--- src/hw/pcb_defs.svh ---
// Purpose: Register offsets, fields, reset values and masks
// Assumes: 5-bit register index, 16-bit register data
// Notes:   Definitions only
`ifndef PCB_DEFS_SVH
`define PCB_DEFS_SVH

// ----------------------------------------------------------------
// Register offsets
// ----------------------------------------------------------------
`define PCB_ADDR_W        5
`define PCB_DATA_W        16
`define PCB_OFS_CFG       5'h14
`define PCB_OFS_ERRCNT    5'h15
`define PCB_OFS_TEST      5'h16
`define PCB_OFS_STATUS    5'h17

// ----------------------------------------------------------------
// general_config_two fields
// ----------------------------------------------------------------
`define PCB_CFG_RST       16'h2947
`define PCB_CFG_MASK      16'haf7f
`define PCB_CFG_PD        15
`define PCB_CFG_INTPOL    13
`define PCB_CFG_TRY_HI    11
`define PCB_CFG_TRY_LO    10
`define PCB_CFG_DS_EN     9
`define PCB_CFG_ENERGY    8
`define PCB_CFG_TEN       6
`define PCB_CFG_CLK_HI    5
`define PCB_CFG_CLK_LO    4
`define PCB_CFG_COLFD     3
`define PCB_CFG_OLDSCR    2
`define PCB_CFG_SEMI_M    1
`define PCB_CFG_SEMI_S    0

// ----------------------------------------------------------------
// self_test_control fields
// ----------------------------------------------------------------
`define PCB_TEST_RST      16'h0000
`define PCB_TEST_MASK     16'hf0ff
`define PCB_TEST_GEN_HI   15
`define PCB_TEST_GEN_LO   12
`define PCB_TEST_FWD      7
`define PCB_TEST_TXLINE   6
`define PCB_TEST_LP_HI    5
`define PCB_TEST_LP_LO    2
`define PCB_TEST_PCS_HI   1
`define PCB_TEST_PCS_LO   0
`define PCB_GEN_OFF       4'h0
`define PCB_GEN_RUN       4'hf
`define PCB_LP_CODE_NONE  4'h0
`define PCB_LP_CODE_DIG   4'h1
`define PCB_LP_CODE_ANA   4'h2
`define PCB_LP_CODE_EXT   4'h4
`define PCB_LP_CODE_REV   4'h8
`define PCB_PCS_CODE_OFF  2'h0
`define PCB_PCS_CODE_PRE  2'h1
`define PCB_PCS_CODE_MID  2'h2
`define PCB_PCS_CODE_POST 2'h3

// ----------------------------------------------------------------
// general_status_two fields
// ----------------------------------------------------------------
`define PCB_STAT_RST      16'h0040
`define PCB_STAT_LOCK     11
`define PCB_STAT_BUSY     9
`define PCB_STAT_SCR_M    8
`define PCB_STAT_SCR_S    7
`define PCB_STAT_PWR      6

// ----------------------------------------------------------------
// Downshift try limits per code
// ----------------------------------------------------------------
`define PCB_TRY_0         4'h1
`define PCB_TRY_1         4'h2
`define PCB_TRY_2         4'h4
`define PCB_TRY_3         4'h8

`endif

--- src/hw/pcb_pkg.sv ---
// Purpose: Types for the two ends of the management link, each type used by one end
// Assumes: Nothing
// Notes:   Numbers live in pcb_defs.svh
package pcb_pkg;

  typedef enum logic [1:0] {
    PCB_CLK_2M5,
    PCB_CLK_25M,
    PCB_CLK_OFF
  } pcb_txclk_e;

  typedef enum logic [2:0] {
    PCB_LP_NONE,
    PCB_LP_DIGITAL,
    PCB_LP_ANALOG,
    PCB_LP_EXTERNAL,
    PCB_LP_REVERSE
  } pcb_loop_e;

  typedef enum logic [2:0] {
    PCB_PCS_OFF,
    PCB_PCS_PRE_SCR,
    PCB_PCS_POST_SCR,
    PCB_PCS_POST_ENC,
    PCB_PCS_PRE_GIG
  } pcb_pcs_e;

  typedef enum logic {
    PCB_H_IDLE,
    PCB_H_WAIT
  } pcb_hstate_e;

endpackage

--- src/hw/pcb_mgmt_if.sv ---
// Purpose: Management register link between controller and PHY logic
// Assumes: One clock shared by both ends
// Notes:   Request is a one-cycle strobe, answer one cycle later
`timescale 1ns/1ns
`include "pcb_defs.svh"

interface pcb_mgmt_if;
  logic                     mgmtReq;
  logic                     mgmtWrite;
  logic [`PCB_ADDR_W-1:0]   mgmtAddr;
  logic [`PCB_DATA_W-1:0]   mgmtWdata;
  logic                     mgmtAck;
  logic [`PCB_DATA_W-1:0]   mgmtRdata;

  modport dev (
    input  mgmtReq,
    input  mgmtWrite,
    input  mgmtAddr,
    input  mgmtWdata,
    output mgmtAck,
    output mgmtRdata
  );

  modport host (
    output mgmtReq,
    output mgmtWrite,
    output mgmtAddr,
    output mgmtWdata,
    input  mgmtAck,
    input  mgmtRdata
  );
endinterface

--- src/hw/pcb_downshift.sv ---
// Purpose: Speed fallback after failed link attempts
// Assumes: Attempt-fail inputs are one-cycle pulses
// Notes:   Fallback holds until linkUp or the enable drops
`timescale 1ns/1ns
`include "pcb_defs.svh"

module pcb_downshift
  import pcb_pkg::*;
#(
  parameter int CNT_W = 4
) (
  input  wire logic       ref_clk,
  input  wire logic       resetn,
  input  wire logic       dsEnable,
  input  wire logic [1:0] tryLimitCode,
  input  wire logic       energyCheckEn,
  input  wire logic       tenEnable,
  input  wire logic       gigAttemptFail,
  input  wire logic       fastAttemptFail,
  input  wire logic       noEnergyCD,
  input  wire logic       linkUp,
  output logic            dropToFast,
  output logic            dropToTen
);

  generate
    if (CNT_W < 4) begin : g_chk
      $error("pcb_downshift: CNT_W must be at least 4");
    end
  endgenerate

  logic [CNT_W-1:0] failCnt_ff;
  logic [CNT_W-1:0] limit;
  logic             fastFf;
  logic             tenFf;
  logic             hitLimit;

  always_comb begin
    case (tryLimitCode)
      2'h0:    limit = CNT_W'(`PCB_TRY_0);
      2'h1:    limit = CNT_W'(`PCB_TRY_1);
      2'h2:    limit = CNT_W'(`PCB_TRY_2);
      default: limit = CNT_W'(`PCB_TRY_3);
    endcase
  end

  assign hitLimit = gigAttemptFail && (failCnt_ff + 1'b1 >= limit);

  // ----------------------------------------------------------------
  // Failed gigabit attempt count
  // ----------------------------------------------------------------
  always_ff @(posedge ref_clk) begin
    if (!resetn || linkUp || !dsEnable) begin
      failCnt_ff <= '0;
    end else if (gigAttemptFail && !hitLimit) begin
      failCnt_ff <= failCnt_ff + 1'b1;
    end
  end

  // ----------------------------------------------------------------
  // Fallback levels
  // ----------------------------------------------------------------
  always_ff @(posedge ref_clk) begin
    if (!resetn || linkUp || !dsEnable) begin
      fastFf <= 1'b0;
      tenFf  <= 1'b0;
    end else begin
      if (hitLimit) begin
        fastFf <= 1'b1;
      end
      if (gigAttemptFail && energyCheckEn && noEnergyCD) begin
        fastFf <= 1'b1;
      end
      if (fastFf && fastAttemptFail && tenEnable) begin
        tenFf <= 1'b1;
      end
    end
  end

  assign dropToFast = fastFf;
  assign dropToTen  = tenFf;

endmodule

--- src/hw/pcb_dev_end.sv ---
// Purpose: PHY configuration, error counter and self-test registers
// Assumes: Management requests are one-cycle strobes on ref_clk
// Notes:   Tags below
`timescale 1ns/1ns
`include "pcb_defs.svh"

module pcb_dev_end
  import pcb_pkg::*;
#(
  parameter int ERR_W = 16
) (
  input  wire logic   ref_clk,
  input  wire logic   resetn,
  pcb_mgmt_if.dev     mgmt,
  input  wire logic   pdDone,
  input  wire logic   rxError,
  input  wire logic   intRaw,
  input  wire logic   colRaw,
  input  wire logic   fullDuplex,
  input  wire logic   speedGig,
  input  wire logic   speedFast,
  input  wire logic   gigMaster,
  input  wire logic   gigSlave,
  input  wire logic   gigAttemptFail,
  input  wire logic   fastAttemptFail,
  input  wire logic   noEnergyCD,
  input  wire logic   linkUp,
  input  wire logic   checkerLocked,
  input  wire logic   generatorRunning,
  input  wire logic   legacyMasterActive,
  input  wire logic   legacySlaveActive,
  input  wire logic   corePowerNormal,
  output logic        pdProbeEnable,
  output logic        intPin,
  output pcb_txclk_e  txClkRate,
  output logic        colOut,
  output logic        oldScramblerSel,
  output logic        semiCrossEn,
  output logic        dropToFast,
  output logic        dropToTen,
  output logic        generatorOn,
  output pcb_loop_e   loopPoint,
  output pcb_pcs_e    pcsLoop,
  output logic        forwardRxToMac,
  output logic        loopTxToLine
);

  generate
    if (ERR_W != `PCB_DATA_W) begin : g_chk
      $error("pcb_dev_end: ERR_W must equal the register width");
    end
  endgenerate

  logic [15:0] cfg_ff;
  logic [15:0] test_ff;
  logic [15:0] errCnt_ff;
  logic [15:0] nxt_errCnt;
  logic [15:0] status;
  logic        ack_ff;
  logic [15:0] rdata_ff;
  logic        wrCfg;
  logic        wrErr;
  logic        wrTest;
  pcb_loop_e   nxt_loopPoint;
  pcb_pcs_e    nxt_pcsLoop;
  pcb_txclk_e  nxt_txClk;

  assign wrCfg  = mgmt.mgmtReq && mgmt.mgmtWrite
                  && mgmt.mgmtAddr == `PCB_OFS_CFG;
  assign wrErr  = mgmt.mgmtReq && mgmt.mgmtWrite
                  && mgmt.mgmtAddr == `PCB_OFS_ERRCNT;
  assign wrTest = mgmt.mgmtReq && mgmt.mgmtWrite
                  && mgmt.mgmtAddr == `PCB_OFS_TEST;

  // ----------------------------------------------------------------
  // Configuration register
  // ----------------------------------------------------------------
  always_ff @(posedge ref_clk) begin
    if (!resetn) begin
      cfg_ff <= `PCB_CFG_RST;
    end else if (wrCfg) begin
      cfg_ff <= mgmt.mgmtWdata & `PCB_CFG_MASK;
    end else if (pdDone) begin
      cfg_ff[`PCB_CFG_PD] <= 1'b0;
    end
  end

  // ----------------------------------------------------------------
  // Self-test control register
  // ----------------------------------------------------------------
  always_ff @(posedge ref_clk) begin
    if (!resetn) begin
      test_ff <= `PCB_TEST_RST;
    end else if (wrTest) begin
      test_ff <= mgmt.mgmtWdata & `PCB_TEST_MASK;
    end
  end

  // ----------------------------------------------------------------
  // Receive error counter, a new error survives a clear
  // ----------------------------------------------------------------
  always_comb begin
    nxt_errCnt = errCnt_ff;
    if (wrErr) begin
      nxt_errCnt = errCnt_ff & ~mgmt.mgmtWdata;
    end
    if (rxError && nxt_errCnt != 16'hffff) begin
      nxt_errCnt = nxt_errCnt + 16'h0001;
    end
  end

  always_ff @(posedge ref_clk) begin
    if (!resetn) begin
      errCnt_ff <= 16'h0000;
    end else begin
      errCnt_ff <= nxt_errCnt;
    end
  end

  // ----------------------------------------------------------------
  // Status and read path
  // ----------------------------------------------------------------
  always_comb begin
    status = 16'h0000;
    status[`PCB_STAT_LOCK]  = checkerLocked;
    status[`PCB_STAT_BUSY]  = generatorRunning;
    status[`PCB_STAT_SCR_M] = legacyMasterActive;
    status[`PCB_STAT_SCR_S] = legacySlaveActive;
    status[`PCB_STAT_PWR]   = corePowerNormal;
  end

  always_ff @(posedge ref_clk) begin
    if (!resetn) begin
      ack_ff   <= 1'b0;
      rdata_ff <= 16'h0000;
    end else begin
      ack_ff <= mgmt.mgmtReq;
      if (mgmt.mgmtReq) begin
        case (mgmt.mgmtAddr)
          `PCB_OFS_CFG:    rdata_ff <= cfg_ff;
          `PCB_OFS_ERRCNT: rdata_ff <= errCnt_ff;
          `PCB_OFS_TEST:   rdata_ff <= test_ff;
          `PCB_OFS_STATUS: rdata_ff <= status;
          default:         rdata_ff <= 16'h0000;
        endcase
      end
    end
  end

  assign mgmt.mgmtAck   = ack_ff;
  assign mgmt.mgmtRdata = rdata_ff;

  // ----------------------------------------------------------------
  // Loop and clock decode
  // ----------------------------------------------------------------
  always_comb begin
    case (test_ff[`PCB_TEST_LP_HI:`PCB_TEST_LP_LO])
      `PCB_LP_CODE_DIG: nxt_loopPoint = PCB_LP_DIGITAL;
      `PCB_LP_CODE_ANA: nxt_loopPoint = PCB_LP_ANALOG;
      `PCB_LP_CODE_EXT: nxt_loopPoint = PCB_LP_EXTERNAL;
      `PCB_LP_CODE_REV: nxt_loopPoint = PCB_LP_REVERSE;
      default:          nxt_loopPoint = PCB_LP_NONE;
    endcase
    nxt_pcsLoop = PCB_PCS_OFF;
    if (speedGig && test_ff[`PCB_TEST_PCS_LO]) begin
      nxt_pcsLoop = PCB_PCS_PRE_GIG;
    end else if (speedFast) begin
      case (test_ff[`PCB_TEST_PCS_HI:`PCB_TEST_PCS_LO])
        `PCB_PCS_CODE_PRE:  nxt_pcsLoop = PCB_PCS_PRE_SCR;
        `PCB_PCS_CODE_MID:  nxt_pcsLoop = PCB_PCS_POST_SCR;
        `PCB_PCS_CODE_POST: nxt_pcsLoop = PCB_PCS_POST_ENC;
        default:            nxt_pcsLoop = PCB_PCS_OFF;
      endcase
    end
    case (cfg_ff[`PCB_CFG_CLK_HI:`PCB_CFG_CLK_LO])
      2'h0:    nxt_txClk = PCB_CLK_2M5;
      2'h1:    nxt_txClk = PCB_CLK_25M;
      default: nxt_txClk = PCB_CLK_OFF;
    endcase
  end

  // ----------------------------------------------------------------
  // Registered datapath controls
  // ----------------------------------------------------------------
  always_ff @(posedge ref_clk) begin
    if (!resetn) begin
      intPin          <= 1'b1;
      txClkRate       <= PCB_CLK_2M5;
      colOut          <= 1'b0;
      oldScramblerSel <= 1'b0;
      semiCrossEn     <= 1'b0;
      generatorOn     <= 1'b0;
      loopPoint       <= PCB_LP_NONE;
      pcsLoop         <= PCB_PCS_OFF;
      forwardRxToMac  <= 1'b0;
      loopTxToLine    <= 1'b0;
    end else begin
      intPin    <= intRaw ^ cfg_ff[`PCB_CFG_INTPOL];
      txClkRate <= speedGig ? nxt_txClk : PCB_CLK_OFF;
      colOut    <= colRaw
                   && (!fullDuplex || cfg_ff[`PCB_CFG_COLFD]);
      oldScramblerSel <= speedGig && gigMaster
                         && cfg_ff[`PCB_CFG_OLDSCR];
      semiCrossEn <= speedGig
                     && ((gigMaster && cfg_ff[`PCB_CFG_SEMI_M])
                     || (gigSlave && cfg_ff[`PCB_CFG_SEMI_S]));
      generatorOn <= test_ff[`PCB_TEST_GEN_HI:`PCB_TEST_GEN_LO]
                     == `PCB_GEN_RUN;
      loopPoint <= (nxt_pcsLoop == PCB_PCS_OFF) ? nxt_loopPoint
                   : PCB_LP_NONE;
      pcsLoop   <= nxt_pcsLoop;
      forwardRxToMac <= nxt_loopPoint == PCB_LP_REVERSE
                        && test_ff[`PCB_TEST_FWD];
      loopTxToLine <= nxt_loopPoint == PCB_LP_DIGITAL
                      && test_ff[`PCB_TEST_TXLINE];
    end
  end

  assign pdProbeEnable = cfg_ff[`PCB_CFG_PD];

  // ----------------------------------------------------------------
  // Speed fallback
  // ----------------------------------------------------------------
  pcb_downshift #(
    .CNT_W (4)
  ) u_downshift (
    .ref_clk         (ref_clk),
    .resetn          (resetn),
    .dsEnable        (cfg_ff[`PCB_CFG_DS_EN]),
    .tryLimitCode    (cfg_ff[`PCB_CFG_TRY_HI:`PCB_CFG_TRY_LO]),
    .energyCheckEn   (cfg_ff[`PCB_CFG_ENERGY]),
    .tenEnable       (cfg_ff[`PCB_CFG_TEN]),
    .gigAttemptFail  (gigAttemptFail),
    .fastAttemptFail (fastAttemptFail),
    .noEnergyCD      (noEnergyCD),
    .linkUp          (linkUp),
    .dropToFast      (dropToFast),
    .dropToTen       (dropToTen)
  );

endmodule

--- src/flat_wrapper.sv ---
// flat-port wrapper written by rule: the top's interface ports become plain ports
module pcb_dev_end_flat import pcb_pkg::*;
#(
  parameter int ERR_W = 16
)
  (ref_clk, resetn, pdDone, rxError, intRaw, colRaw, fullDuplex, speedGig, speedFast, gigMaster, gigSlave, gigAttemptFail, fastAttemptFail, noEnergyCD, linkUp, checkerLocked, generatorRunning, legacyMasterActive, legacySlaveActive, corePowerNormal, pdProbeEnable, intPin, txClkRate, colOut, oldScramblerSel, semiCrossEn, dropToFast, dropToTen, generatorOn, loopPoint, pcsLoop, forwardRxToMac, loopTxToLine, mgmt_mgmtReq, mgmt_mgmtWrite, mgmt_mgmtAddr, mgmt_mgmtWdata, mgmt_mgmtAck, mgmt_mgmtRdata);
  pcb_mgmt_if mgmt_i ();
  input  wire logic ref_clk;
  input  wire logic resetn;
  input  wire logic pdDone;
  input  wire logic rxError;
  input  wire logic intRaw;
  input  wire logic colRaw;
  input  wire logic fullDuplex;
  input  wire logic speedGig;
  input  wire logic speedFast;
  input  wire logic gigMaster;
  input  wire logic gigSlave;
  input  wire logic gigAttemptFail;
  input  wire logic fastAttemptFail;
  input  wire logic noEnergyCD;
  input  wire logic linkUp;
  input  wire logic checkerLocked;
  input  wire logic generatorRunning;
  input  wire logic legacyMasterActive;
  input  wire logic legacySlaveActive;
  input  wire logic corePowerNormal;
  output logic pdProbeEnable;
  output logic intPin;
  output pcb_txclk_e txClkRate;
  output logic colOut;
  output logic oldScramblerSel;
  output logic semiCrossEn;
  output logic dropToFast;
  output logic dropToTen;
  output logic generatorOn;
  output pcb_loop_e loopPoint;
  output pcb_pcs_e pcsLoop;
  output logic forwardRxToMac;
  output logic loopTxToLine;
  input wire logic [$bits(mgmt_i.mgmtReq)-1:0] mgmt_mgmtReq;
  input wire logic [$bits(mgmt_i.mgmtWrite)-1:0] mgmt_mgmtWrite;
  input wire logic [$bits(mgmt_i.mgmtAddr)-1:0] mgmt_mgmtAddr;
  input wire logic [$bits(mgmt_i.mgmtWdata)-1:0] mgmt_mgmtWdata;
  output wire logic [$bits(mgmt_i.mgmtAck)-1:0] mgmt_mgmtAck;
  output wire logic [$bits(mgmt_i.mgmtRdata)-1:0] mgmt_mgmtRdata;
  assign mgmt_i.mgmtReq = mgmt_mgmtReq;
  assign mgmt_i.mgmtWrite = mgmt_mgmtWrite;
  assign mgmt_i.mgmtAddr = mgmt_mgmtAddr;
  assign mgmt_i.mgmtWdata = mgmt_mgmtWdata;
  assign mgmt_mgmtAck = mgmt_i.mgmtAck;
  assign mgmt_mgmtRdata = mgmt_i.mgmtRdata;
  pcb_dev_end #(.ERR_W(ERR_W)) u_core (.ref_clk(ref_clk), .resetn(resetn), .mgmt(mgmt_i), .pdDone(pdDone), .rxError(rxError), .intRaw(intRaw), .colRaw(colRaw), .fullDuplex(fullDuplex), .speedGig(speedGig), .speedFast(speedFast), .gigMaster(gigMaster), .gigSlave(gigSlave), .gigAttemptFail(gigAttemptFail), .fastAttemptFail(fastAttemptFail), .noEnergyCD(noEnergyCD), .linkUp(linkUp), .checkerLocked(checkerLocked), .generatorRunning(generatorRunning), .legacyMasterActive(legacyMasterActive), .legacySlaveActive(legacySlaveActive), .corePowerNormal(corePowerNormal), .pdProbeEnable(pdProbeEnable), .intPin(intPin), .txClkRate(txClkRate), .colOut(colOut), .oldScramblerSel(oldScramblerSel), .semiCrossEn(semiCrossEn), .dropToFast(dropToFast), .dropToTen(dropToTen), .generatorOn(generatorOn), .loopPoint(loopPoint), .pcsLoop(pcsLoop), .forwardRxToMac(forwardRxToMac), .loopTxToLine(loopTxToLine));
endmodule
--- config.mk ---
export PLATFORM = sky130hd
export DESIGN_NAME = pcb_dev_end_flat
export DESIGN_NICKNAME = d
export VERILOG_FILES = /design/src/hw/pcb_pkg.sv /design/src/hw/pcb_mgmt_if.sv /design/src/hw/pcb_downshift.sv /design/src/hw/pcb_dev_end.sv /design/src/flat_wrapper.sv
export VERILOG_INCLUDE_DIRS = /design/src /design/src/hw
export SDC_FILE = /design/constraint.sdc
export NUM_CORES = 1
export LEC_CHECK = 0
export ABC_CLOCK_PERIOD_IN_PS = 2600
export BUFFER_PORTS_ARGS = -buffer_cell sky130_fd_sc_hd__buf_4
export CAP_MARGIN = 0
export CORE_MARGIN = 2
export CORE_UTILIZATION = 30
export CTS_CLUSTER_DIAMETER = 80
export DETAILED_ROUTE_END_ITERATION = 7
export PLACE_DENSITY = 0.57
export SLEW_MARGIN = 20
export SYNTH_ARGS = -nofsm -noshare
export SYNTH_HDL_FRONTEND = slang
export SYNTH_SLANG_ARGS = --single-unit
--- constraint.sdc ---
create_clock -name ref_clk -period 2.6 [get_ports ref_clk]
set_input_delay 0.39 -clock ref_clk [delete_from_list [all_inputs] [get_ports ref_clk]]
set_output_delay 0.39 -clock ref_clk [all_outputs]
set_load 0.02 [all_outputs]
---- Word-level counts from Yosys, hierarchy flattened ----
Cells that the tools add are included.
storage, ports and cells
  register bits after elaboration ......... 79
  bits of input ports ..................... 43
  output and inout bits ................... 35
operators by class
  add/subtract/negate cells ............... 2
  $lt $le $gt $ge ......................... 1
  eq/ne operators ......................... 18
  multiplexer cells ....................... 14
  bitwise gates (word level) .............. 3
  reduce and logical (&&, ||, !) cells .... 35
operators by type and width
  operator                 number
  $pmux W16 S4             1
  $mux W16                 2
  $eq A5 B5 Y1 const B     4
  $logic_and A1 B1 Y1      20
  $add A16 B1 Y16 const B  1
  $and A16 B16 Y16         1
  $ne A16 B16 Y1 const B   1
  $not A16 Y16             1
  $pmux W3 S4              1
  $pmux W4 S3              1
  $eq A4 B4 Y1 const B     2
  $eq A2 B1 Y1 const B     3
  $eq A2 B2 Y1 const B     3
  $mux W3                  2
  $pmux W2 S3              1
  $add A4 B1 Y4 const B    1
  $eq A4 B1 Y1 const B     1
  $eq A4 B2 Y1 const B     1
  $eq A4 B3 Y1 const B     1
  $ge A4 B4 Y1             1
  $logic_not A1 Y1         4
  $logic_not A2 Y1         2
  $logic_or A1 B1 Y1       4
  $mux W1                  4
  other kinds (8)          10

---- Longest topological paths before layout ----
  depth after elaboration ................. 6
  depth in mapped cells ................... 8
  mapped depth without buffers ............ 8

---- By module ----
From an unflattened synthesis, not the netlist that was laid out.
second synthesis, totals
  cell total of the unflattened synthesis .. 441
  area total of the unflattened synthesis .. 3791.1 sq um
modules (own cells, without submodules)
  module         times used  cells an instance  area an instance (sq um)  seq. area each (sq um)
  pcb_dev_end    1           400                3408.3                    1461.4
  pcb_downshift  1           41                 382.9                     120.1

---- Worst setup path after synthesis ----
Ideal clock, no wire load.
  path kind ............................... flip-flop to flip-flop
  start point ............................. register u_core.u_downshift.failCnt_ff[0]
  end point ............................... register u_core.u_downshift.failCnt_ff[3]
  arrival time ............................ 2.086 ns
  required time ........................... 2.526 ns
  slack ................................... 0.440 ns
  stages on the path, launching flop included .. 8
  buffers on the path ..................... 0
  clock period less this slack ............ 2.160 ns
  path through ............................ dfxtp_1 > ha_1 > ha_1 > a21o_1 > a21o_1 > a21oi_1 > or4b_1 > o21ai_0
between the ends
  longest elaborated chain between the ends .. 5
ends and longest elaborated chain
  item                      RTL line                                  source
  start: declaration        pcb_downshift.sv:32                       logic [CNT_W-1:0] failCnt_ff;
  start signal: assignment  pcb_downshift.sv:56                       failCnt_ff <= failCnt_ff + 1'b1;
  $add A4 B1 Y4 (*)         pcb_downshift.sv:47, pcb_downshift.sv:56
  $ge A4 B4 Y1              pcb_downshift.sv:47                       assign hitLimit = gigAttemptFail && (failCnt_ff + 1'b1 >= limit);
  $logic_and A1 B1 Y1       pcb_downshift.sv:47
  $logic_not A1 Y1          pcb_downshift.sv:55                       end else if (gigAttemptFail && !hitLimit) begin
  $logic_and A1 B1 Y1       pcb_downshift.sv:55
Every way passes the cells marked *; elsewhere a longest branch is shown, timed or not.
A chain may end at the register's enable or synchronous reset.

---- Final worst setup path ----
Same ends and word-level chain as after synthesis.

==> implementation parameters <==
Parameter                              Value

Layout
  Non-filler instance count after layout    719
  Total of fill cells in the finished design    1250
  Area Growth Syn to Fin    29.5%
  Proportion of layout cells with a drive suffix above 1    21.4%
  Post-layout nets    594
  Antenna Diode Count    0

CTS
  Clk Latency, worst-skew pair    0.35 ns
  Clk buf depth    2
  CTS tree    yes
  Post-CTS setup buffers    0
  Clock sinks    79
  Number of gates resized after CTS    0
  CTS buffer count    9
  Quantity of hold-fixing buffers added after cts    0
  CTS root buf    clkbuf_16
  Maximum level of the CTS H-tree    3
  Clock slew at reported path FFs    0.06 ns

Route
  Wirelength, routed    11200 um
  Routed length per instance    15.6 um
  Number of DRC violations after detailed-routing iteration 0    223
  Post-route DRC violation count    0
  Via/cell ratio    5.00
  Count of nets left with antenna violations after detail routing    0
  Initial DRT Pass Iterations    5
  Total number of vias    3598

Synth
  Number of flops mapped to enable cells by yosys    0
  Commonest register cell after synthesis    dfxtp_1
  Dominant cells by area after synthesis    dfxtp_1, nand2_1, a21oi_1
  Share of the yosys chip area belonging to registers    42.3%
  Async SR Flop Fraction    0%
  Post-Syn Area per Cell    7.99 um^2
  Number of distinct library cells after synthesis    54
  Post-synthesis instance area    3740 um^2
  Area leader, netlist    dfxtp_1
  Cell count after synthesis    468
  Area share of the largest cell type after synthesis    42.3%
  Syn nets    516
  Count of synthesis-stage warnings from yosys    0
  Number of register bits inferred by synthesis    79

Die
  Initial core utilization    31.0%
  Core Region    12100 um^2
  Boundary Pins    78
  Width of the chip    116 um
  Area of the die    13400 um^2
  Die Ht    116 um
  Rows    40

Worst hold path
  Hold Path Class    in -> reg
  Start point of the worst hold path    fullDuplex

Setup path
  Slowest stage cell, crit path    or4b_1
  Biggest fanout along the worst timing path    4
  Total buffers and inverters traversed by the critical path    0
  Req. time, crit path    2.87 ns
  Reg2reg start    u_core.u_downshift.failCnt_ff[0]
  CP endpoint kind    flip-flop
  First element of the critical path    u_core.u_downshift.failCnt_ff[0]
  Cell family with the largest share of critical-path delay    compound AO/OA/AOI/OAI gates
  Worst Setup Path Type    reg -> reg
  Kind of start point of the critical path    flip-flop
  Worst EP arrival    2.41 ns
  Cell-by-cell trace of the critical path    ha_1 > ha_1 > a21o_1 > a21o_1 > a21oi_1 > or4b_1 > o21ai_0
  Peak per-stage delay on the critical path    0.44 ns

Timing
  Final setup vio count    0
  Fmax    468 MHz
  Period Utilization, post-route    82.2%
  Pins over their slew limit    0
  Shortest period the worst path allows    2.14 ns
  Normalized max-slew margin    59.2%
  Summed negative setup slack over all endpoints    0 ns
  Setup repair after global routing missed its margin    false
  Hold slack    0.215 ns
  Number of hold violations in the final report    0
  Setup clock skew after layout    0.00845 ns
  Least-Margin Pin Slew    0.613 ns

Global route
  Met2 demand-to-capacity share in global routing    29.6%
  First-pass GRT wire length    17800 um
  Layer with the highest usage after global routing    met2
  Final global-route overflow total    0
  Met1 track utilization from global routing    20.7%
  Via count of the first global-routing pass    3519
  Maximum number of pins on one net before global-route repair    23
  Initial antenna violation count    0
  Met3 Usage GRT    4.03%
  Global-route total usage across every layer    17.2%

Pwr
  Max VDD drop    333 uV
  Leakage    1.93 nW
  Total chip power    2.77 mW
  PD cells    572 nW/um^2

Place
  Number of I/O port buffers    77
  Final GP Congestion    0.950
  Detailed placement HPWL    8320 um
  Number of placed instances, taps included    703

Job
  Maximum Capacitance Violations    0

Run status
  Outcome    completed
-- state kept, by name, indices dropped and copies added (netlist names) --
name,flops
u_core.generatorOn,1
u_core.loopTxToLine,1
u_core.errCnt_ff,16
u_core.pcsLoop,3
u_core.mgmt.mgmtAck,1
u_core.oldScramblerSel,1
u_core.semiCrossEn,1
u_core.u_downshift.dropToFast,1
u_core.colOut,1
u_core.test_ff,12
u_core.u_downshift.failCnt_ff,4
u_core.loopPoint,3
u_core.intPin,1
u_core.u_downshift.dropToTen,1
u_core.txClkRate,2
u_core.cfg_ff,13
u_core.forwardRxToMac,1
u_core.mgmt.mgmtRdata,16
-- cell families (layout without fill, tap and decap cells) --
group                    Yosys count  count (layout)  share of synthesized area, %
buffers and inverters             28             111                          3.11
AO/OA/AOI/OAI                     93              93                          15.0
adder cells (fa/ha/maj)            5               5                          1.67
AND/OR/NAND/NOR                  230             230                          29.3
multiplexers                      15              15                          4.42
XOR/XNOR                          18              18                          4.22
flip-flops                        79              79                          42.3
-- through the flow --
step | area, um^2 | setup slack (ns) | util, %
6_report | 4840 | 0.463 | 40.1
3_3_place_gp | 4530 | 0.303 | 37.5
3_5_place_dp | 4530 | 0.238 | 37.5
2_1_floorplan | 3740 | 0.440 | -
4_1_cts | 4840 | 0.461 | 40.1
5_1_grt | 4840 | 0.308 | 40.1
-- where the power goes --
part | internal, mW | leakage [nW] | switching, mW
clock network | 0.767 | 0.154 | 0.564
registers | 1.22 | 0.638 | 0.00948
logic | 0.0891 | 1.13 | 0.116
-- metal layers --
layer  up-vias  part of all wire (%)
met3        21                   5.0
met5         -                     0
li1       1784                     -
met2       111                    48
met4         0                   2.3
met1      1682                    45
-- cells in the mapped netlist (3+ instances only) --
cell / instances
nand3b_1: 3
or2_2: 3
nand2_1: 93
a21oi_1: 41
nor2b_1: 11
nor2_1: 53
mux2i_1: 12
dfxtp_1: 79
xnor2_1: 9
o21ai_0: 19
nand2b_1: 4
xor2_1: 9
nand4_1: 3
buf_2: 3
clkbuf_1: 18
nor4_1: 3
nor3_1: 10
and3_1: 5
or3_1: 3
ha_1: 5
a22oi_1: 8
inv_1: 4
o2111ai_1: 4
a21boi_0: 4
nand3_1: 22
-- layout make-up --
class	instances	area (um^2)	area share, %
Multi-Input combinational cell	361	2040	42.2
Sequential cell	79	1580	32.7
Timing Repair Buffer	90	676	14.0
Clock buffer	9	225	4.65
Tap cell	168	210	4.34
Clock inverter	7	87.6	1.81
Inverter	5	18.8	0.388
-- worst paths after layout --
path,endpoint,slack (ns),cells after the start
setup reg to reg,u_core.u_downshift.failCnt_ff[3],0.46,7
hold reg to reg,u_core.oldScramblerSel,0.46,2
setup / recovery,u_core.u_downshift.failCnt_ff[3],0.46,7
hold / removal,u_core.colOut,0.21,2
-- worst reg2reg max path: cells and delay by family (launching register included) --
family | cells | cell delay [ns]
AO/OA/AOI/OAI | 4 | 0.64
flip-flops | 1 | 0.41
AND/OR/NAND/NOR | 1 | 0.44
adder cells (fa/ha/maj) | 2 | 0.58
-- cells in the final DEF, fill, tap and decap left out, types with 2 or more instances in the layout --
| cell | instances |
|---|---|
| nand2_1 | 93 |
| buf_4 | 90 |
| dfxtp_1 | 79 |
| nor2_1 | 53 |
| a21oi_1 | 41 |
| nand3_1 | 22 |
| o21ai_0 | 19 |
| mux2i_1 | 12 |
| nor2b_1 | 11 |
| nor3_1 | 10 |
| xnor2_1 | 9 |
| xor2_1 | 9 |
| clkbuf_16 | 9 |
| a22oi_1 | 8 |
| and3_1 | 5 |
| ha_1 | 5 |
| nand2b_1 | 4 |
| inv_1 | 4 |
| a21boi_0 | 4 |
| o2111ai_1 | 4 |
| or3_1 | 3 |
| nand3b_1 | 3 |
| nor4_1 | 3 |
| or2_2 | 3 |
| nand4_1 | 3 |
| nor3b_1 | 2 |
| and4b_1 | 2 |
| a21o_1 | 2 |
| nand4b_1 | 2 |
| or4_4 | 2 |
| and4_1 | 2 |
| and2_1 | 2 |
| o211ai_1 | 2 |
| o211a_1 | 2 |
| a31oi_1 | 2 |
| o31ai_1 | 2 |
| clkinv_4 | 2 |
| inv_8 | 2 |
| inv_6 | 2 |
Note: power is estimated with default switching activity, not from simulation.
